$ cat src/logic/oat_regs.svh
// register offsets, field positions, reset values and timing counts
// assumes a 20 mhz clock and byte addressing on the register bus
`ifndef OAT_REGS_SVH
`define OAT_REGS_SVH

// ----------------------------------------
// register byte offsets
// ----------------------------------------
`define OAT_OFF_CTRL 4'h0
`define OAT_OFF_LAT 4'h4
`define OAT_OFF_TIMING 4'h8
`define OAT_OFF_STATUS 4'hc

// ----------------------------------------
// field positions
// ----------------------------------------
`define OAT_CTRL_DLL_ON_BIT 0
`define OAT_LAT_CWL_LSB 0
`define OAT_LAT_ADD_LSB 8
`define OAT_TIM_CPDED_LSB 0
`define OAT_TIM_XPDLL_LSB 8
`define OAT_TIM_RFC_LSB 16
`define OAT_ST_TERM_BIT 0
`define OAT_ST_MODE_LSB 1
`define OAT_ST_PD_BIT 3
`define OAT_ST_ASYNC_BIT 4
`define OAT_ST_WIN_LSB 8

// ----------------------------------------
// reset values
// ----------------------------------------
`define OAT_RST_DLL_ON 1'b0
`define OAT_RST_CWL 5'h05
`define OAT_RST_ADD 5'h00
`define OAT_RST_CPDED 8'h01
`define OAT_RST_XPDLL 8'h0a
`define OAT_RST_RFC 8'h05

// ----------------------------------------
// timing
// ----------------------------------------
`define OAT_CLK_PS 50000
`define OAT_ASYNC_MIN_PS 2000
`define OAT_ASYNC_MAX_PS 8500
`define OAT_ASYNC_MIN_CYC ((`OAT_ASYNC_MIN_PS + `OAT_CLK_PS - 1) / `OAT_CLK_PS)
`define OAT_ASYNC_MAX_RAW (`OAT_ASYNC_MAX_PS / `OAT_CLK_PS)
`define OAT_ASYNC_MAX_CYC ((`OAT_ASYNC_MAX_RAW < 1) ? 1 : `OAT_ASYNC_MAX_RAW)
`define OAT_SYNC_LAT_OFFSET 2
`define OAT_ANPD_OFFSET 1

`endif

$ cat src/logic/oat_pkg.sv
// types shared by the termination control files
// assumes the constants header is included where numbers are needed
package oat_pkg;

    typedef enum logic [1:0] {
        OAT_MODE_SYNC = 2'b00,
        OAT_MODE_ASYNC = 2'b01,
        OAT_MODE_UNDET = 2'b10
    } oat_mode_e;

    typedef struct packed {
        logic cke;
        logic odt;
        logic cs_n;
        logic ras_n;
        logic cas_n;
        logic we_n;
    } oat_pins_s;

endpackage

$ cat src/logic/oat_delay_line.sv
// tapped delay line for the synchronous termination path
// assumes the tap index is stable and below DEPTH
`timescale 1ns/1ns
module oat_delay_line #(
    parameter int DEPTH = 32,
    parameter int IDX_W = 5
) (
    input wire logic clock,
    input wire logic rstn,
    input wire logic d,
    input wire logic [IDX_W-1:0] tap,
    output logic q
);
    logic [DEPTH-2:0] line_reg;
    logic [DEPTH-1:0] taps;

    // ----------------------------------------
    // shift
    // ----------------------------------------
    always_ff @(posedge clock) begin
        if (!rstn) begin
            line_reg <= '0;
        end else begin
            line_reg <= {line_reg[DEPTH-3:0], d};
        end
    end

    // tap 0 is the input itself, so a registered consumer sees one cycle
    assign taps = {line_reg, d};
    assign q = taps[tap];

endmodule

$ cat src/logic/oat_term_ctrl.sv
// termination control with power-down sync/async mode transitions
// assumes pins arrive from another domain and an avalon-mm master
//
// Chosen here: the placing of the registers and the Avalon-MM slave port.
`timescale 1ns/1ns
`include "oat_regs.svh"

// Operation
// frozen dll power-down selects async termination
// async path skips additive latency
// async turn-on between 2 and 8.5 ns
// async turn-off between 2 and 8.5 ns
// termination pin receiver stays active in power-down
// controller issues no read/write in power-down
// bit zero gives transition period, either response
// entry period ends after command pass-through time
// pending refresh extends entry period end
// start cycle excluded, end cycles included
// turn-on within sync/async bounds in window
// turn-off within sync/async bounds in window
// exit period ends after exit-to-locked delay
// overlapping entry/exit spans to exit end
// overlapping exit/entry spans to entry end
// controller holds termination pin high 4 clocks
// sync turn-on write_latency minus two clocks
// sync turn-off write_latency minus two clocks
// counters track windows, flag the timing mode
module oat_term_ctrl
    import oat_pkg::*;
#(
    parameter int DEPTH = 32,
    parameter int IDX_W = 5
) (
    input wire logic clock,
    input wire logic rstn,
    input wire logic cke,
    input wire logic odt,
    input wire logic cs_n,
    input wire logic ras_n,
    input wire logic cas_n,
    input wire logic we_n,
    output logic term_on,
    output logic [1:0] term_mode,
    output logic in_power_down,
    input wire logic [3:0] avs_address,
    input wire logic avs_read,
    input wire logic avs_write,
    input wire logic [31:0] avs_writedata,
    input wire logic [3:0] avs_byteenable,
    output logic [31:0] avs_readdata,
    output logic avs_waitrequest
);

    // ----------------------------------------
    // declarations
    // ----------------------------------------
    oat_pins_s pins_in;
    oat_pins_s meta_reg;
    oat_pins_s pins_reg;
    logic cke_prev_reg;
    logic dll_on_reg;
    logic [4:0] cwl_reg;
    logic [4:0] additive_latency_reg;
    logic [7:0] cpded_reg;
    logic [7:0] xpdll_reg;
    logic [7:0] rfc_reg;
    logic [7:0] rfc_cnt_reg;
    logic [7:0] win_cnt_reg;
    logic [7:0] entry_len;
    logic [7:0] win_next;
    logic pd_reg;
    logic async_reg;
    logic term_reg;
    oat_mode_e mode_reg;
    oat_mode_e mode_next;
    logic ack_reg;
    logic [31:0] rdata_reg;
    logic [31:0] rdata_next;
    logic [5:0] write_latency;
    logic [5:0] sync_term_on_latency;
    logic [IDX_W-1:0] sync_tap;
    logic sync_q;
    logic cke_fall;
    logic cke_rise;
    logic refresh_cmd;
    logic async_next;
    logic wr_hit;

    // ----------------------------------------
    // pin synchroniser
    // ----------------------------------------
    assign pins_in = '{cke: cke, odt: odt, cs_n: cs_n, ras_n: ras_n,
                       cas_n: cas_n, we_n: we_n};

    // odt sampled always
    always_ff @(posedge clock) begin
        if (!rstn) begin
            meta_reg <= '{cke: 1'b1, cs_n: 1'b1, ras_n: 1'b1, cas_n: 1'b1,
                          we_n: 1'b1, odt: 1'b0};
            pins_reg <= '{cke: 1'b1, cs_n: 1'b1, ras_n: 1'b1, cas_n: 1'b1,
                          we_n: 1'b1, odt: 1'b0};
        end else begin
            meta_reg <= pins_in;
            pins_reg <= meta_reg;
        end
    end

    always_ff @(posedge clock) begin
        if (!rstn) begin
            cke_prev_reg <= 1'b1;
        end else begin
            cke_prev_reg <= pins_reg.cke;
        end
    end

    // ----------------------------------------
    // edge and command decode
    // ----------------------------------------
    assign cke_fall = cke_prev_reg & ~pins_reg.cke;
    assign cke_rise = ~cke_prev_reg & pins_reg.cke;

    // no decode while cke is low
    assign refresh_cmd = cke_prev_reg & pins_reg.cke & ~pins_reg.cs_n &
                         ~pins_reg.ras_n & ~pins_reg.cas_n & pins_reg.we_n;

    // ----------------------------------------
    // latencies
    // ----------------------------------------
    assign write_latency = {1'b0, cwl_reg} + {1'b0, additive_latency_reg};

    // on latency is write_latency minus two
    // off latency equals the on latency
    assign sync_term_on_latency = (write_latency > 6'(`OAT_SYNC_LAT_OFFSET + 1)) ?
        6'(write_latency - 6'(`OAT_SYNC_LAT_OFFSET)) : 6'h01;

    // tap 0 plus the output flop gives one cycle of delay
    assign sync_tap = IDX_W'(sync_term_on_latency - 6'h01);

    oat_delay_line #(
        .DEPTH(DEPTH),
        .IDX_W(IDX_W)
    ) u_sync_line (
        .clock(clock),
        .rstn(rstn),
        .d(pins_reg.odt),
        .tap(sync_tap),
        .q(sync_q)
    );

    // ----------------------------------------
    // power-down and async mode
    // ----------------------------------------
    always_ff @(posedge clock) begin
        if (!rstn) begin
            pd_reg <= 1'b0;
        end else if (cke_fall) begin
            pd_reg <= 1'b1;
        end else if (cke_rise) begin
            pd_reg <= 1'b0;
        end
    end

    // frozen dll in power-down
    assign async_next = ~dll_on_reg & (pd_reg | cke_fall) & ~cke_rise;

    always_ff @(posedge clock) begin
        if (!rstn) begin
            async_reg <= 1'b0;
        end else begin
            async_reg <= async_next;
        end
    end

    // ----------------------------------------
    // termination output
    // ----------------------------------------
    // switching paths at once is legal: a change older than the
    // write_latency-3 lookback has already reached the sync tap
    always_ff @(posedge clock) begin
        if (!rstn) begin
            term_reg <= 1'b0;
        end else if (async_next) begin
            // pin used directly
            // one cycle turn-on
            // one cycle turn-off
            term_reg <= pins_reg.odt;
        end else begin
            // either path in window
            // same for turn-off
            term_reg <= sync_q;
        end
    end

    // ----------------------------------------
    // refresh tracking
    // ----------------------------------------
    always_ff @(posedge clock) begin
        if (!rstn) begin
            rfc_cnt_reg <= 8'h00;
        end else if (refresh_cmd) begin
            rfc_cnt_reg <= rfc_reg;
        end else if (rfc_cnt_reg != 8'h00) begin
            rfc_cnt_reg <= rfc_cnt_reg - 8'h01;
        end
    end

    // ----------------------------------------
    // transition windows
    // ----------------------------------------
    // later of refresh and pass-through
    assign entry_len = (rfc_cnt_reg > cpded_reg) ? rfc_cnt_reg : cpded_reg;

    // the lookback part before the cke edge cannot be flagged live;
    // only the part from the edge onward shows in the counter
    always_comb begin
        win_next = (win_cnt_reg != 8'h00) ? win_cnt_reg - 8'h01 : 8'h00;
        if (dll_on_reg) begin
            win_next = 8'h00;
        end else if (cke_fall) begin
            // entry period from cke low
            // keep the longer remainder
            win_next = (entry_len > win_next) ? entry_len : win_next;
        end else if (cke_rise) begin
            // exit period from cke high
            // keep the longer remainder
            win_next = (xpdll_reg > win_next) ? xpdll_reg : win_next;
        end
    end

    // window counter
    always_ff @(posedge clock) begin
        if (!rstn) begin
            win_cnt_reg <= 8'h00;
        end else begin
            win_cnt_reg <= win_next;
        end
    end

    // undetermined only with frozen dll
    // edge cycle through last count
    always_comb begin
        if (win_next != 8'h00) begin
            mode_next = OAT_MODE_UNDET;
        end else if (async_next) begin
            mode_next = OAT_MODE_ASYNC;
        end else begin
            mode_next = OAT_MODE_SYNC;
        end
    end

    // mode flag
    always_ff @(posedge clock) begin
        if (!rstn) begin
            mode_reg <= OAT_MODE_SYNC;
        end else begin
            mode_reg <= mode_next;
        end
    end

    // ----------------------------------------
    // avalon-mm slave
    // ----------------------------------------
    // fixed one wait state keeps read data a plain flop
    always_ff @(posedge clock) begin
        if (!rstn) begin
            ack_reg <= 1'b0;
        end else begin
            ack_reg <= (avs_read | avs_write) & ~ack_reg;
        end
    end

    assign wr_hit = avs_write & ack_reg;

    always_ff @(posedge clock) begin
        if (!rstn) begin
            dll_on_reg <= `OAT_RST_DLL_ON;
        end else if (wr_hit && avs_address == `OAT_OFF_CTRL && avs_byteenable[0]) begin
            dll_on_reg <= avs_writedata[`OAT_CTRL_DLL_ON_BIT];
        end
    end

    always_ff @(posedge clock) begin
        if (!rstn) begin
            cwl_reg <= `OAT_RST_CWL;
            additive_latency_reg <= `OAT_RST_ADD;
        end else if (wr_hit && avs_address == `OAT_OFF_LAT) begin
            if (avs_byteenable[0]) begin
                cwl_reg <= avs_writedata[`OAT_LAT_CWL_LSB +: 5];
            end
            if (avs_byteenable[1]) begin
                additive_latency_reg <= avs_writedata[`OAT_LAT_ADD_LSB +: 5];
            end
        end
    end

    always_ff @(posedge clock) begin
        if (!rstn) begin
            cpded_reg <= `OAT_RST_CPDED;
            xpdll_reg <= `OAT_RST_XPDLL;
            rfc_reg <= `OAT_RST_RFC;
        end else if (wr_hit && avs_address == `OAT_OFF_TIMING) begin
            if (avs_byteenable[0]) begin
                cpded_reg <= avs_writedata[`OAT_TIM_CPDED_LSB +: 8];
            end
            if (avs_byteenable[1]) begin
                xpdll_reg <= avs_writedata[`OAT_TIM_XPDLL_LSB +: 8];
            end
            if (avs_byteenable[2]) begin
                rfc_reg <= avs_writedata[`OAT_TIM_RFC_LSB +: 8];
            end
        end
    end

    always_comb begin
        rdata_next = 32'h00000000;
        if (avs_address == `OAT_OFF_CTRL) begin
            rdata_next[`OAT_CTRL_DLL_ON_BIT] = dll_on_reg;
        end else if (avs_address == `OAT_OFF_LAT) begin
            rdata_next[`OAT_LAT_CWL_LSB +: 5] = cwl_reg;
            rdata_next[`OAT_LAT_ADD_LSB +: 5] = additive_latency_reg;
        end else if (avs_address == `OAT_OFF_TIMING) begin
            rdata_next[`OAT_TIM_CPDED_LSB +: 8] = cpded_reg;
            rdata_next[`OAT_TIM_XPDLL_LSB +: 8] = xpdll_reg;
            rdata_next[`OAT_TIM_RFC_LSB +: 8] = rfc_reg;
        end else if (avs_address == `OAT_OFF_STATUS) begin
            rdata_next[`OAT_ST_TERM_BIT] = term_reg;
            rdata_next[`OAT_ST_MODE_LSB +: 2] = mode_reg;
            rdata_next[`OAT_ST_PD_BIT] = pd_reg;
            rdata_next[`OAT_ST_ASYNC_BIT] = async_reg;
            rdata_next[`OAT_ST_WIN_LSB +: 8] = win_cnt_reg;
        end
    end

    always_ff @(posedge clock) begin
        if (!rstn) begin
            rdata_reg <= 32'h00000000;
        end else if (avs_read && !ack_reg) begin
            rdata_reg <= rdata_next;
        end
    end

    // ----------------------------------------
    // outputs
    // ----------------------------------------
    assign term_on = term_reg;
    assign term_mode = mode_reg;
    assign in_power_down = pd_reg;
    assign avs_readdata = rdata_reg;
    assign avs_waitrequest = ~ack_reg;

endmodule

$ cat config.mk
export PLATFORM = sky130hd
export DESIGN_NAME = oat_term_ctrl
export DESIGN_NICKNAME = d
export VERILOG_FILES = /design/src/logic/oat_pkg.sv /design/src/logic/oat_delay_line.sv /design/src/logic/oat_term_ctrl.sv
export VERILOG_INCLUDE_DIRS = /design/src /design/src/logic
export SDC_FILE = /design/constraint.sdc
export NUM_CORES = 1
export LEC_CHECK = 0
export BUFFER_PORTS_ARGS = -buffer_cell sky130_fd_sc_hd__buf_2
export CAP_MARGIN = 20
export CELL_PAD_IN_SITES_DETAIL_PLACEMENT = 0
export CELL_PAD_IN_SITES_GLOBAL_PLACEMENT = 1
export CORE_MARGIN = 2
export CORE_UTILIZATION = 47
export DETAILED_ROUTE_END_ITERATION = 16
export GPL_ROUTABILITY_DRIVEN = 1
export GPL_TIMING_DRIVEN = 0
export PLACE_DENSITY = 0.83
export SETUP_SLACK_MARGIN = 0.2
export SYNTH_ARGS = -nofsm -noshare
export SYNTH_HDL_FRONTEND = slang
export SYNTH_SLANG_ARGS = --single-unit
$ cat constraint.sdc
create_clock -name clock -period 8.6 [get_ports clock]
set_clock_uncertainty 0.2 [all_clocks]
set_input_delay 1.72 -clock clock [delete_from_list [all_inputs] [get_ports clock]]
set_output_delay 1.72 -clock clock [all_outputs]
set_load 0.02 [all_outputs]
==> results by group, run 1 <==
Clock network
  • CTS clk-pin slew, worst paths: 0.06 ns
  • Root Driver: clkbuf_16
  • Clock Latency Late Sink: 0.43 ns
  • Hold Buf Count CTS: 0
  • CTS buffer count: 17
  • Clock Tree Buf Depth: 2
  • Post-CTS setup buffers: 0
  • H-tree Lvls: 4
  • Cts repair resizes: 0
  • CTS tree: done
  • Clock sinks: 125

Setup path
  • Worst r2r dst: term_mode[0]
  • CP Max Fanout: 10
  • R2R cell count: 17
  • Critical path class: flop to flop
  • Max stage delay cell, worst path: o21ai_1
  • Crit-path cells: inv_1 > ha_1 > nor2b_1 > o211a_1 > o21ai_1 > nand3_1 > nand2_1 > ha_1 > nor2b_1 > o21a_1 > o21ai_0 > a21o_1 > clkbuf_1 > a21oi_1 > a211o_1 > o31ai_1 > and4_1
  • FF-to-FF Start: cpded_reg[1]
  • Worst Setup End Kind: flop
  • Req. time, crit path: 8.76 ns
  • Critical Path Source Type: flop
  • R2r setup slk: 4.20 ns
  • Crit path DAT: 4.57 ns
  • Worst stage delay on the critical path: 0.51 ns

Finish
  • Number of flip-flops in the largest register: 31
  • Final instance area: 7470 um2
  • Non-Filler Instances: 1,009
  • Core Util, Final: 56.8%
  • Area delta synth->final: 19.2%
  • Final nets: 908
  • Ant. Diodes: 0
  • Layout cells sized above 1: 15.0%

STA
  • Slew HR: 36.8%
  • RSZ-0062 raised after global routing: false
  • Setup-failing EPs final: 0
  • Setup TNS Final: 0 ns
  • Worst hold slack: 0.214 ns
  • Slew Limit Fails: 0
  • Fmax: 227 MHz
  • Minimum clock period: 4.40 ns
  • Hold Vio Cnt, Final: 0
  • Final period utilization: 51.2%
  • Slew @ Worst Pin: 0.936 ns
  • Final Worst Setup Slack: 4.20 ns

Synthesis
  • Largest area contributor in the netlist: dfxtp_1
  • Most used DFF post-synth: dfxtp_1
  • Number of synthesized flops with an enable pin: 0
  • Synth warn: 0
  • Post-Syn Area: 6270 um2
  • Async S/R FF share, synth: 0%
  • Netlist cell types: 69
  • Syn avg cell area: 8.64 um2
  • Post-synth top area share: 39.9%
  • Cells after Synth: 725
  • Area contributors post-synth: dfxtp_1 (40%), ha_1 (7.4%), a21oi_1 (5.9%)
  • Yosys reg bits: 125
  • Seq/Total Area, Yosys: 39.9%

Floorplanning
  • I/O pins: 87
  • Die W: 119 um
  • Rows: 42
  • Die Area: 14,300 um2
  • Starting density of the core: 47.7%
  • Die Height: 119 um
  • Core area: 13,100 um2

Worst hold path
  • Hold path depth: 1
  • Worst Hold Class: flop to flop
  • Worst Hold Path EP: pins_reg[1]
  • Hold_sp: meta_reg[1]

Placed design
  • PortBufs: 68
  • DP Wirelength: 13,000 um
  • Placed insts: 976
  • GP Congestion: 0.853
  • Post-Place Setup Slack: 4.25 ns
  • Placed cell area: 6850 um2

Global route
  • Initial antenna violation count: 1
  • Pin count of the biggest net entering global routing: 17
  • Overflow after GRT: 0
  • Tot GR Track Use: 24.6%
  • First-pass GRT wire length: 27,300 um
  • Vias in the first global route: 5,359

Route
  • Detailed Route Iter0 Violations: 332
  • Post-DRT Antenna Nets: 0
  • Routed vias: 5,591
  • WL/cell: 16.9 um
  • Drt pass-1 iters: 5
  • Vias/cell: 5.54
  • Detailed-route wire length: 17,100 um
  • # DRC: 0

Pwr
  • Leak Pwr: 3.09 nW
  • Pwr/cell area: 302 nW/um2
  • Peak VDD IR: 135 uV
  • Overall power: 2.26 mW

Run status
  • Outcome: finished clean

Flow run
  • MaxCap Viol Count: 0
[worst max-delay path, delay by kind of cell, from the launching register on]
kind / cells / cell delay, ns
AND/OR/NAND/NOR: 5 / 0.80
flip-flops: 1 / 0.40
buffers and inverters: 2 / 0.45
AO/OA/AOI/OAI: 8 / 1.94
adder cells (fa/ha/maj): 2 / 0.54
[how the worst max path moves through the flow]
stage,slack (ns),start,end,cells after the start
global route,3.77,win_cnt_reg[0],term_mode[0],14
floorplan,4.90,cpded_reg[1],term_mode[0],17
detailed placement,4.25,cpded_reg[1],term_mode[0],17
CTS,4.22,cpded_reg[1],term_mode[0],17
global placement,4.28,cpded_reg[1],term_mode[0],17
finish,4.20,cpded_reg[1],term_mode[0],17
[cell usage in the layout (no fill, tap or decap), types with 5 or more instances in the layout]
| cell type | count |
|---|---|
| conb_1 | 8 |
| a311oi_1 | 5 |
| inv_1 | 24 |
| nor2b_1 | 6 |
| a211oi_1 | 12 |
| and2_1 | 37 |
| xnor2_1 | 5 |
| buf_2 | 68 |
| o21ai_0 | 18 |
| buf_4 | 8 |
| nand2_1 | 85 |
| dfxtp_1 | 125 |
| buf_1 | 5 |
| ha_1 | 37 |
| a22oi_1 | 12 |
| nor3_1 | 23 |
| nand2b_1 | 17 |
| nand3_1 | 27 |
| mux2i_1 | 27 |
| a21oi_1 | 74 |
| nand4_1 | 6 |
| clkbuf_1 | 25 |
| clkbuf_16 | 17 |
| nor2_1 | 61 |
[power breakdown]
part | leakage, nW | total, mW | switching [mW] | internal (mW)
Clock | 0.292 | 0.738 | 0.293 | 0.446
Combinational | 1.79 | 0.859 | 0.517 | 0.343
Sequential | 1.02 | 0.661 | 0.0444 | 0.616
Total | 3.09 | 2.26 | 0.854 | 1.40
[logic make-up after synthesis]
logic type,Yosys count,share of synthesized area [%]
buf+inv,63,4.25
xor+xnor,8,1.36
other cells,1,0.0598
flops,125,39.9
fa+ha+maj,38,7.71
compound gates,161,16.2
simple gates,294,23.4
mux,35,7.07
[Yosys cell counts, types with 3 or more instances]
library cell	count
a221oi_1	4
nand3b_1	4
a31oi_1	4
dfxtp_1	125
mux2i_1	27
a21oi_1	74
nor3_1	23
o21a_1	3
and2_1	37
nand4_1	6
a211o_1	3
a22oi_1	12
a311oi_1	5
o31ai_1	3
o21ai_0	18
nor2b_1	6
xnor2_1	5
mux4_1	4
or3_1	3
buf_4	8
nand3_1	27
and3_1	3
nand2_1	85
buf_1	5
nor4_1	3
nor2_1	61
o211ai_1	3
a211oi_1	12
o21ai_1	3
clkbuf_1	25
ha_1	37
and4_1	3
nand2b_1	17
inv_1	24
[cell type report]
type / count / area [um2]
clock buffer: 18 / 439
timing repair buffer: 69 / 345
clock inverter: 14 / 171
sequential: 125 / 2500
multi-input combinational: 544 / 3520
tap: 176 / 220
inverter: 25 / 93.8
fill: 1251 / 5670
buffer: 38 / 173
[metal layers]
layer | track usage (%) | up-vias | routed length [um]
met5 | 0 | - | 12
met4 | 7.13 | 2 | 273
met3 | 5.75 | 22 | 913
met2 | 41.2 | 151 | 8140
met1 | 31.7 | 2653 | 7740
li1 | - | 2763 | -
No activity file was read; power rests on OpenSTA's default activity.
==> run 2: changes to the inputs <==
Settings changed: ABC_AREA set to 1, CORE_UTILIZATION 47 to 42, PLACE_DENSITY 0.83 to 0.78.
Clock period 8.6 ns to 4.26 ns, I/O delays scaled along.
==> run 2 against run 1 <==
Sequential power up 97%. Non-clock buffer count unchanged. Wire length up 5.4%. Combinational power increased by 91%. Via count grew 6.5%. Global-route usage shrank 2.0 points. Critical endpoint unchanged. Largest cell class unchanged. Highest routed layer unchanged.
==> results by group, run 2 <==
Run status
  • Outcome: finished clean

Setup path
  • Top Family by Delay on Critical Path: simple AND/OR/NAND/NOR gates
  • CP Max Fanout: 10
  • R2r setup slk: 0.60 ns
  • Most common cell on crit path: nand2_1
  • Levels on crit path: 23
  • FF-to-FF Start: cpded_reg[7]
  • Critical Path Source Type: flop
  • Max stage delay cell, worst path: dfxtp_1
  • Critical path class: flop to flop
  • Crit path DAT: 3.81 ns
  • Crit-path cells: inv_1 > ha_1 > nand2_1 > nor2_1 > nand4_1 > nand2_2 > buf_6 > nand2_1 > and2_1 > ha_1 > a21oi_1 > nor2_1 > a211oi_1 > nand2_1 > nand2_2 > inv_2 > nand3_1 > nand3_1 > nand2_1 > nand2_1 > nor2_1 > nand2_1 > nor2_1
  • R2R cell count: 23
  • Worst r2r dst: term_mode[0]
  • Req. time, crit path: 4.41 ns
  • Worst Setup End Kind: flop
  • Worst stage delay on the critical path: 0.37 ns
  • Worst Path Buf+Inv: 3

Placed design
  • GP Congestion: 0.883
  • Post-Place Setup Slack: 0.405 ns
  • Placed cell area: 7100 um2
  • DP Wirelength: 13,700 um
  • PortBufs: 68

Global route
  • Vias in the first global route: 5,497
  • Pin count of the biggest net entering global routing: 17
  • Overflow after GRT: 0
  • Initial antenna violation count: 1
  • Tot GR Track Use: 22.7%
  • First-pass GRT wire length: 28,700 um

Synthesis
  • Most frequent cell after synthesis: nand2_1
  • Most used DFF post-synth: dfxtp_1
  • Yosys reg bits: 125
  • Cells after Synth: 913
  • Post-synth top area share: 38.5%
  • Synth warn: 0
  • Async S/R FF share, synth: 0%
  • Number of synthesized flops with an enable pin: 0
  • Seq/Total Area, Yosys: 38.5%
  • Synth top cells by count: nand2_1 (184), inv_1 (138), dfxtp_1 (125)
  • Area contributors post-synth: dfxtp_1 (39%), nand2_1 (11%), inv_1 (8.0%)
  • Netlist cell types: 46
  • Post-Syn Area: 6500 um2
  • Syn avg cell area: 7.12 um2
  • Largest area contributor in the netlist: dfxtp_1

Finish
  • Final nets: 1,096
  • Most common cell after layout, fill and taps aside: nand2_1
  • Layout cells sized above 1: 15.2%
  • Number of flip-flops in the largest register: 31
  • Ant. Diodes: 0
  • Most frequent cells in the layout: nand2_1 (183), inv_1 (137), dfxtp_1 (125)
  • Area delta synth->final: 18.6%
  • Area of the multi-input gates: 3280 um2
  • Register Area: 2500 um2
  • Final instance area: 7710 um2
  • Core Util, Final: 50.9%
  • Fill count: 1,557

Route
  • # DRC: 0
  • Post-DRT Antenna Nets: 0
  • Detailed-route wire length: 18,000 um
  • Vias/cell: 4.93
  • Routed vias: 5,953
  • Detailed Route Iter0 Violations: 432
  • WL/cell: 14.9 um
  • Drt pass-1 iters: 5

Worst hold path
  • Hold_sp: meta_reg[4]
  • Worst Hold Path EP: pins_reg[4]
  • Worst Hold Class: flop to flop
  • Hold path depth: 2

STA
  • Final Worst Setup Slack: 0.604 ns
  • Fmax: 274 MHz
  • Slew HR: 46.3%
  • Minimum clock period: 3.66 ns
  • RSZ-0062 raised after global routing: false
  • Final period utilization: 85.8%
  • Setup-failing EPs final: 0
  • Slew Limit Fails: 0
  • Slew @ Worst Pin: 0.805 ns
  • Setup TNS Final: 0 ns
  • Hold Vio Cnt, Final: 0

Floorplanning
  • Core area: 15,100 um2
  • Starting density of the core: 42.9%
  • Die Area: 16,500 um2
  • Rows: 45
  • Die W: 128 um
  • Die Height: 128 um
  • I/O pins: 87

Pwr
  • Leak Pwr: 3.66 nW
  • Pwr/cell area: 574 nW/um2
  • Peak VDD IR: 292 uV

Clock network
  • CTS clk-pin slew, worst paths: 0.06 ns
  • CTS tree: done
  • H-tree Lvls: 4
  • Clock Latency Late Sink: 0.42 ns
  • Root Driver: clkbuf_16
  • Clock sinks: 125
  • Clock Tree Buf Depth: 2
  • CTS buffer count: 17

Flow run
  • MaxCap Viol Count: 0
run 2: cell types whose count changed after synthesis, sizes merged, moves of 17 or more:
cell / previous run / this run
nand2: 85 / 192
nor3: 24 / 7
o21ai: 21 / 65
nand2b: 17 / 0
mux2i: 27 / 0
nand3: 27 / 69
and2: 39 / 3
inv: 24 / 144
run 2: what timing repair did:
item / 4_1_cts / 5_1_grt
hold buffers: 0 / 0
setup endpoints to repair: 0 / 2
gates resized for setup: 0 / 2
setup buffers: 0 / 1
run 2: worst min-delay path, cell delays in order, from the launching register on:
cell and delay, ns:
dfxtp_1 0.30, nand2_1 0.05, inv_1 0.04
run 2: power breakdown:
group          total [mW]  switching [mW]  internal (mW)
Sequential           1.30          0.0525           1.25
Combinational        1.64            1.07          0.570
Clock                1.48           0.565          0.920
Total                4.42            1.68           2.74
run 2: cells by family after synthesis:
group,Yosys count,share of synthesized area [%]
AND/OR/NAND/NOR,383,26.9
buffers and inverters,184,11.5
AO/OA/AOI/OAI,173,14.4
flip-flops,125,38.5
adder cells (fa/ha/maj),38,7.43
XOR/XNOR,9,1.21
other,1,0.0577
run 2: how the worst max path moves through the flow:
stage | from | end
2_1_floorplan | cpded_reg[1] | term_mode[1]
3_3_place_gp | cpded_reg[7] | term_mode[0]
6_report | cpded_reg[7] | term_mode[0]
5_1_grt | cpded_reg[7] | term_mode[0]
3_5_place_dp | cpded_reg[7] | term_mode[0]
4_1_cts | cpded_reg[7] | term_mode[0]
run 2: routing by layer:
metal  wire length, um  global-route usage, %  share of wire, %
met5                11                      0             0.061
met2              7970                   35.4                44
met1              8830                   31.3                49
met4               263                   6.92               1.5
met3               920                   5.03               5.1
run 2: area by class of cell:
class                      count  share of cell area, %
tap                          188                   3.05
inverter                     146                   7.11
clock buffer                  18                   5.57
clock inverter                13                   2.16
multi-input combinational    611                   42.5
sequential                   125                   32.5
timing repair buffer          69                   4.51
buffer                        38                   2.58
run 2: stage by stage:
stage | hold slack [ns] | cells | power, mW
6_report | 0.211 | 1208 | 4.42
3_5_place_dp | 0.198 | 1176 | 2.93
3_3_place_gp | 0.197 | 1176 | 2.93
5_1_grt | 0.225 | 1208 | 4.75
2_1_floorplan | 0.190 | 920 | 2.54
4_1_cts | 0.211 | 1207 | 4.43
==> run 3: changes to the inputs <==
Settings changed: CORE_UTILIZATION 42 to 35, PLACE_DENSITY 0.78 to 0.67, SLEW_MARGIN set to 20.
==> run 3 against run 2 <==
Sequential power about the same. Critical path depth increased by 2. Critical path type unchanged. Combinational power increased by 9%. Critical endpoint is now term_mode[1]. Fmax decreased by 1.0%. Final area increased by 1.5%. Register-to-register slack got worse by 0.04 ns. Die area increased by 19%. Total power increased by 5.2%. Worst setup slack got worse by 0.038 ns. Via count decreased by 0.71%.
==> results by group, run 3 (synthesis results as in run 2) <==
Clock network
  • CTS buffer count: 17
  • Clock Latency Late Sink: 0.42 ns
  • CTS clk-pin slew, worst paths: 0.06 ns
  • Clock Tree Buf Depth: 2
  • Clock sinks: 125
  • Root Driver: clkbuf_16
  • H-tree Lvls: 4
  • CTS tree: done

Setup path
  • Critical Path Source Type: flop
  • FF-to-FF Start: cpded_reg[1]
  • Critical path class: flop to flop
  • R2R cell count: 25
  • Worst Setup End Kind: flop
  • CP Max Fanout: 10
  • Req. time, crit path: 4.32 ns
  • R2r setup slk: 0.57 ns
  • Crit path DAT: 3.76 ns
  • Worst r2r dst: term_mode[1]

Pwr
  • Psw: 1.74 mW
  • Leak Pwr: 3.70 nW
  • Internal power: 2.91 mW
  • Clock network power share: 33.6%
  • Sw frac: 37.4%
  • Comb pwr share: 38.4%
  • Overall power: 4.65 mW
  • Sequential share of power: 28.0%
  • Peak VDD IR: 266 uV
  • Pwr/cell area: 594 nW/um2

STA
  • Final Worst Setup Slack: 0.566 ns
  • Minimum clock period: 3.69 ns
  • RSZ-0062 raised after global routing: false
  • Slew @ Worst Pin: 0.869 ns
  • Fmax: 271 MHz
  • Hold Vio Cnt, Final: 0
  • Final period utilization: 86.7%
  • Slew Limit Fails: 0
  • Slew HR: 42.1%
  • Setup TNS Final: 0 ns
  • Setup-failing EPs final: 0

Route
  • WL/cell: 15.0 um
  • Post-DRT Antenna Nets: 0
  • Detailed Route Iter0 Violations: 380
  • # DRC: 0
  • Drt pass-1 iters: 5
  • Detailed-route wire length: 18,700 um
  • Routed vias: 5,911
  • Vias/cell: 4.72

Floorplanning
  • Die Height: 140 um
  • I/O pins: 87
  • Starting density of the core: 35.9%
  • Die W: 140 um
  • Rows: 49
  • Core area: 18,100 um2
  • Die Area: 19,700 um2

Worst hold path
  • Hold path depth: 2
  • Worst Hold Class: flop to flop
  • Hold_sp: meta_reg[4]
  • Worst Hold Path EP: pins_reg[4]

Finish
  • Number of flip-flops in the largest register: 31
  • Area delta synth->final: 20.4%
  • Final nets: 1,099
  • Non-Filler Instances: 1,253
  • Most common cell after layout, fill and taps aside: nand2_1
  • Most frequent cells in the layout: nand2_1 (183), inv_1 (137), dfxtp_1 (125)
  • Layout cells sized above 1: 15.5%

Flow run
  • MaxCap Viol Count: 0

Global route
  • Initial antenna violation count: 2
  • Pin count of the biggest net entering global routing: 17
  • Overflow after GRT: 0
  • First-pass GRT wire length: 29,800 um
  • Vias in the first global route: 5,616
  • Tot GR Track Use: 19.4%

Placed design
  • GP Congestion: 0.842
  • PortBufs: 68
  • DP Wirelength: 14,600 um
  • Placed insts: 1,217
  • Post-Place Setup Slack: 0.348 ns

Run status
  • Outcome: finished clean
==> run 3: worst max path at each step <==
stage	to	start	cells after the start	slack [ns]
global route	term_mode[1]	cpded_reg[1]	25	0.22
CTS	term_mode[1]	cpded_reg[7]	22	0.33
floorplan	term_mode[1]	cpded_reg[1]	25	1.00
finish	term_mode[1]	cpded_reg[1]	25	0.57
detailed placement	term_mode[1]	cpded_reg[7]	22	0.35
global placement	term_mode[1]	cpded_reg[7]	22	0.32
==> run 3: area by class of cell <==
| cell class | instances | area [um2] |
|---|---|---|
| Fill cell | 1922 | 10300 |
| Multi-Input combinational cell | 611 | 3280 |
| Sequential cell | 125 | 2500 |
| Inverter | 146 | 552 |
| Clock buffer | 18 | 439 |
| Timing Repair Buffer | 72 | 370 |
| Tap cell | 229 | 287 |
| Buffer | 38 | 199 |
| Clock inverter | 13 | 190 |
| Antenna cell | 1 | 2.50 |
==> run 3: power by group through the flow <==
stage	combinational, mW	sequential [mW]	clock (mW)
floorplan	1.22	1.33	0
global placement	1.64	1.32	0
detailed placement	1.63	1.32	0
CTS	1.64	1.30	1.59
global route	2.05	1.31	1.64
finish	1.78	1.30	1.56
==> run 3: what timing repair did <==
action	CTS	global route
setup endpoints to repair	0	3
gates resized for setup	0	3
hold buffers	0	0
setup buffers	0	4
==> run 3: critical path, stage by stage (launching register included) <==
cell	delay [ns]
dfxtp_1	0.34
inv_1	0.09
ha_1	0.32
inv_1	0.06
nor2_1	0.03
o21ai_1	0.12
nand2_1	0.06
nand2_1	0.07
o211ai_2	0.13
nand2_2	0.13
buf_6	0.14
nand2_1	0.06
and2_1	0.14
ha_1	0.28
a21oi_1	0.15
nor2_1	0.05
a211oi_1	0.18
nand2_1	0.12
nand2_4	0.12
clkinvlp_4	0.16
nand3_1	0.13
nand3_1	0.07
nand2_1	0.12
nand2_1	0.05
nor2_1	0.12
a21oi_1	0.08
==> run 3: per-stage QoR <==
step | hold WS, ns | utilization (%) | instance area [um2]
after floorplan | 0.190 | - | 6530
after global placement | 0.194 | 39.5 | 7150
after detailed placement | 0.199 | 39.5 | 7150
after CTS | 0.217 | 43.0 | 7780
after global routing | 0.230 | 43.3 | 7830
final | 0.213 | 43.3 | 7830
==> run 3: layer usage <==
metal | track usage [%] | up-vias | share of wire (%)
li1 | - | 3130 | -
met1 | 27.8 | 2606 | 51
met2 | 29.7 | 150 | 42
met3 | 3.49 | 23 | 5.0
met4 | 6.17 | 2 | 1.7
met5 | 0 | - | 0.069
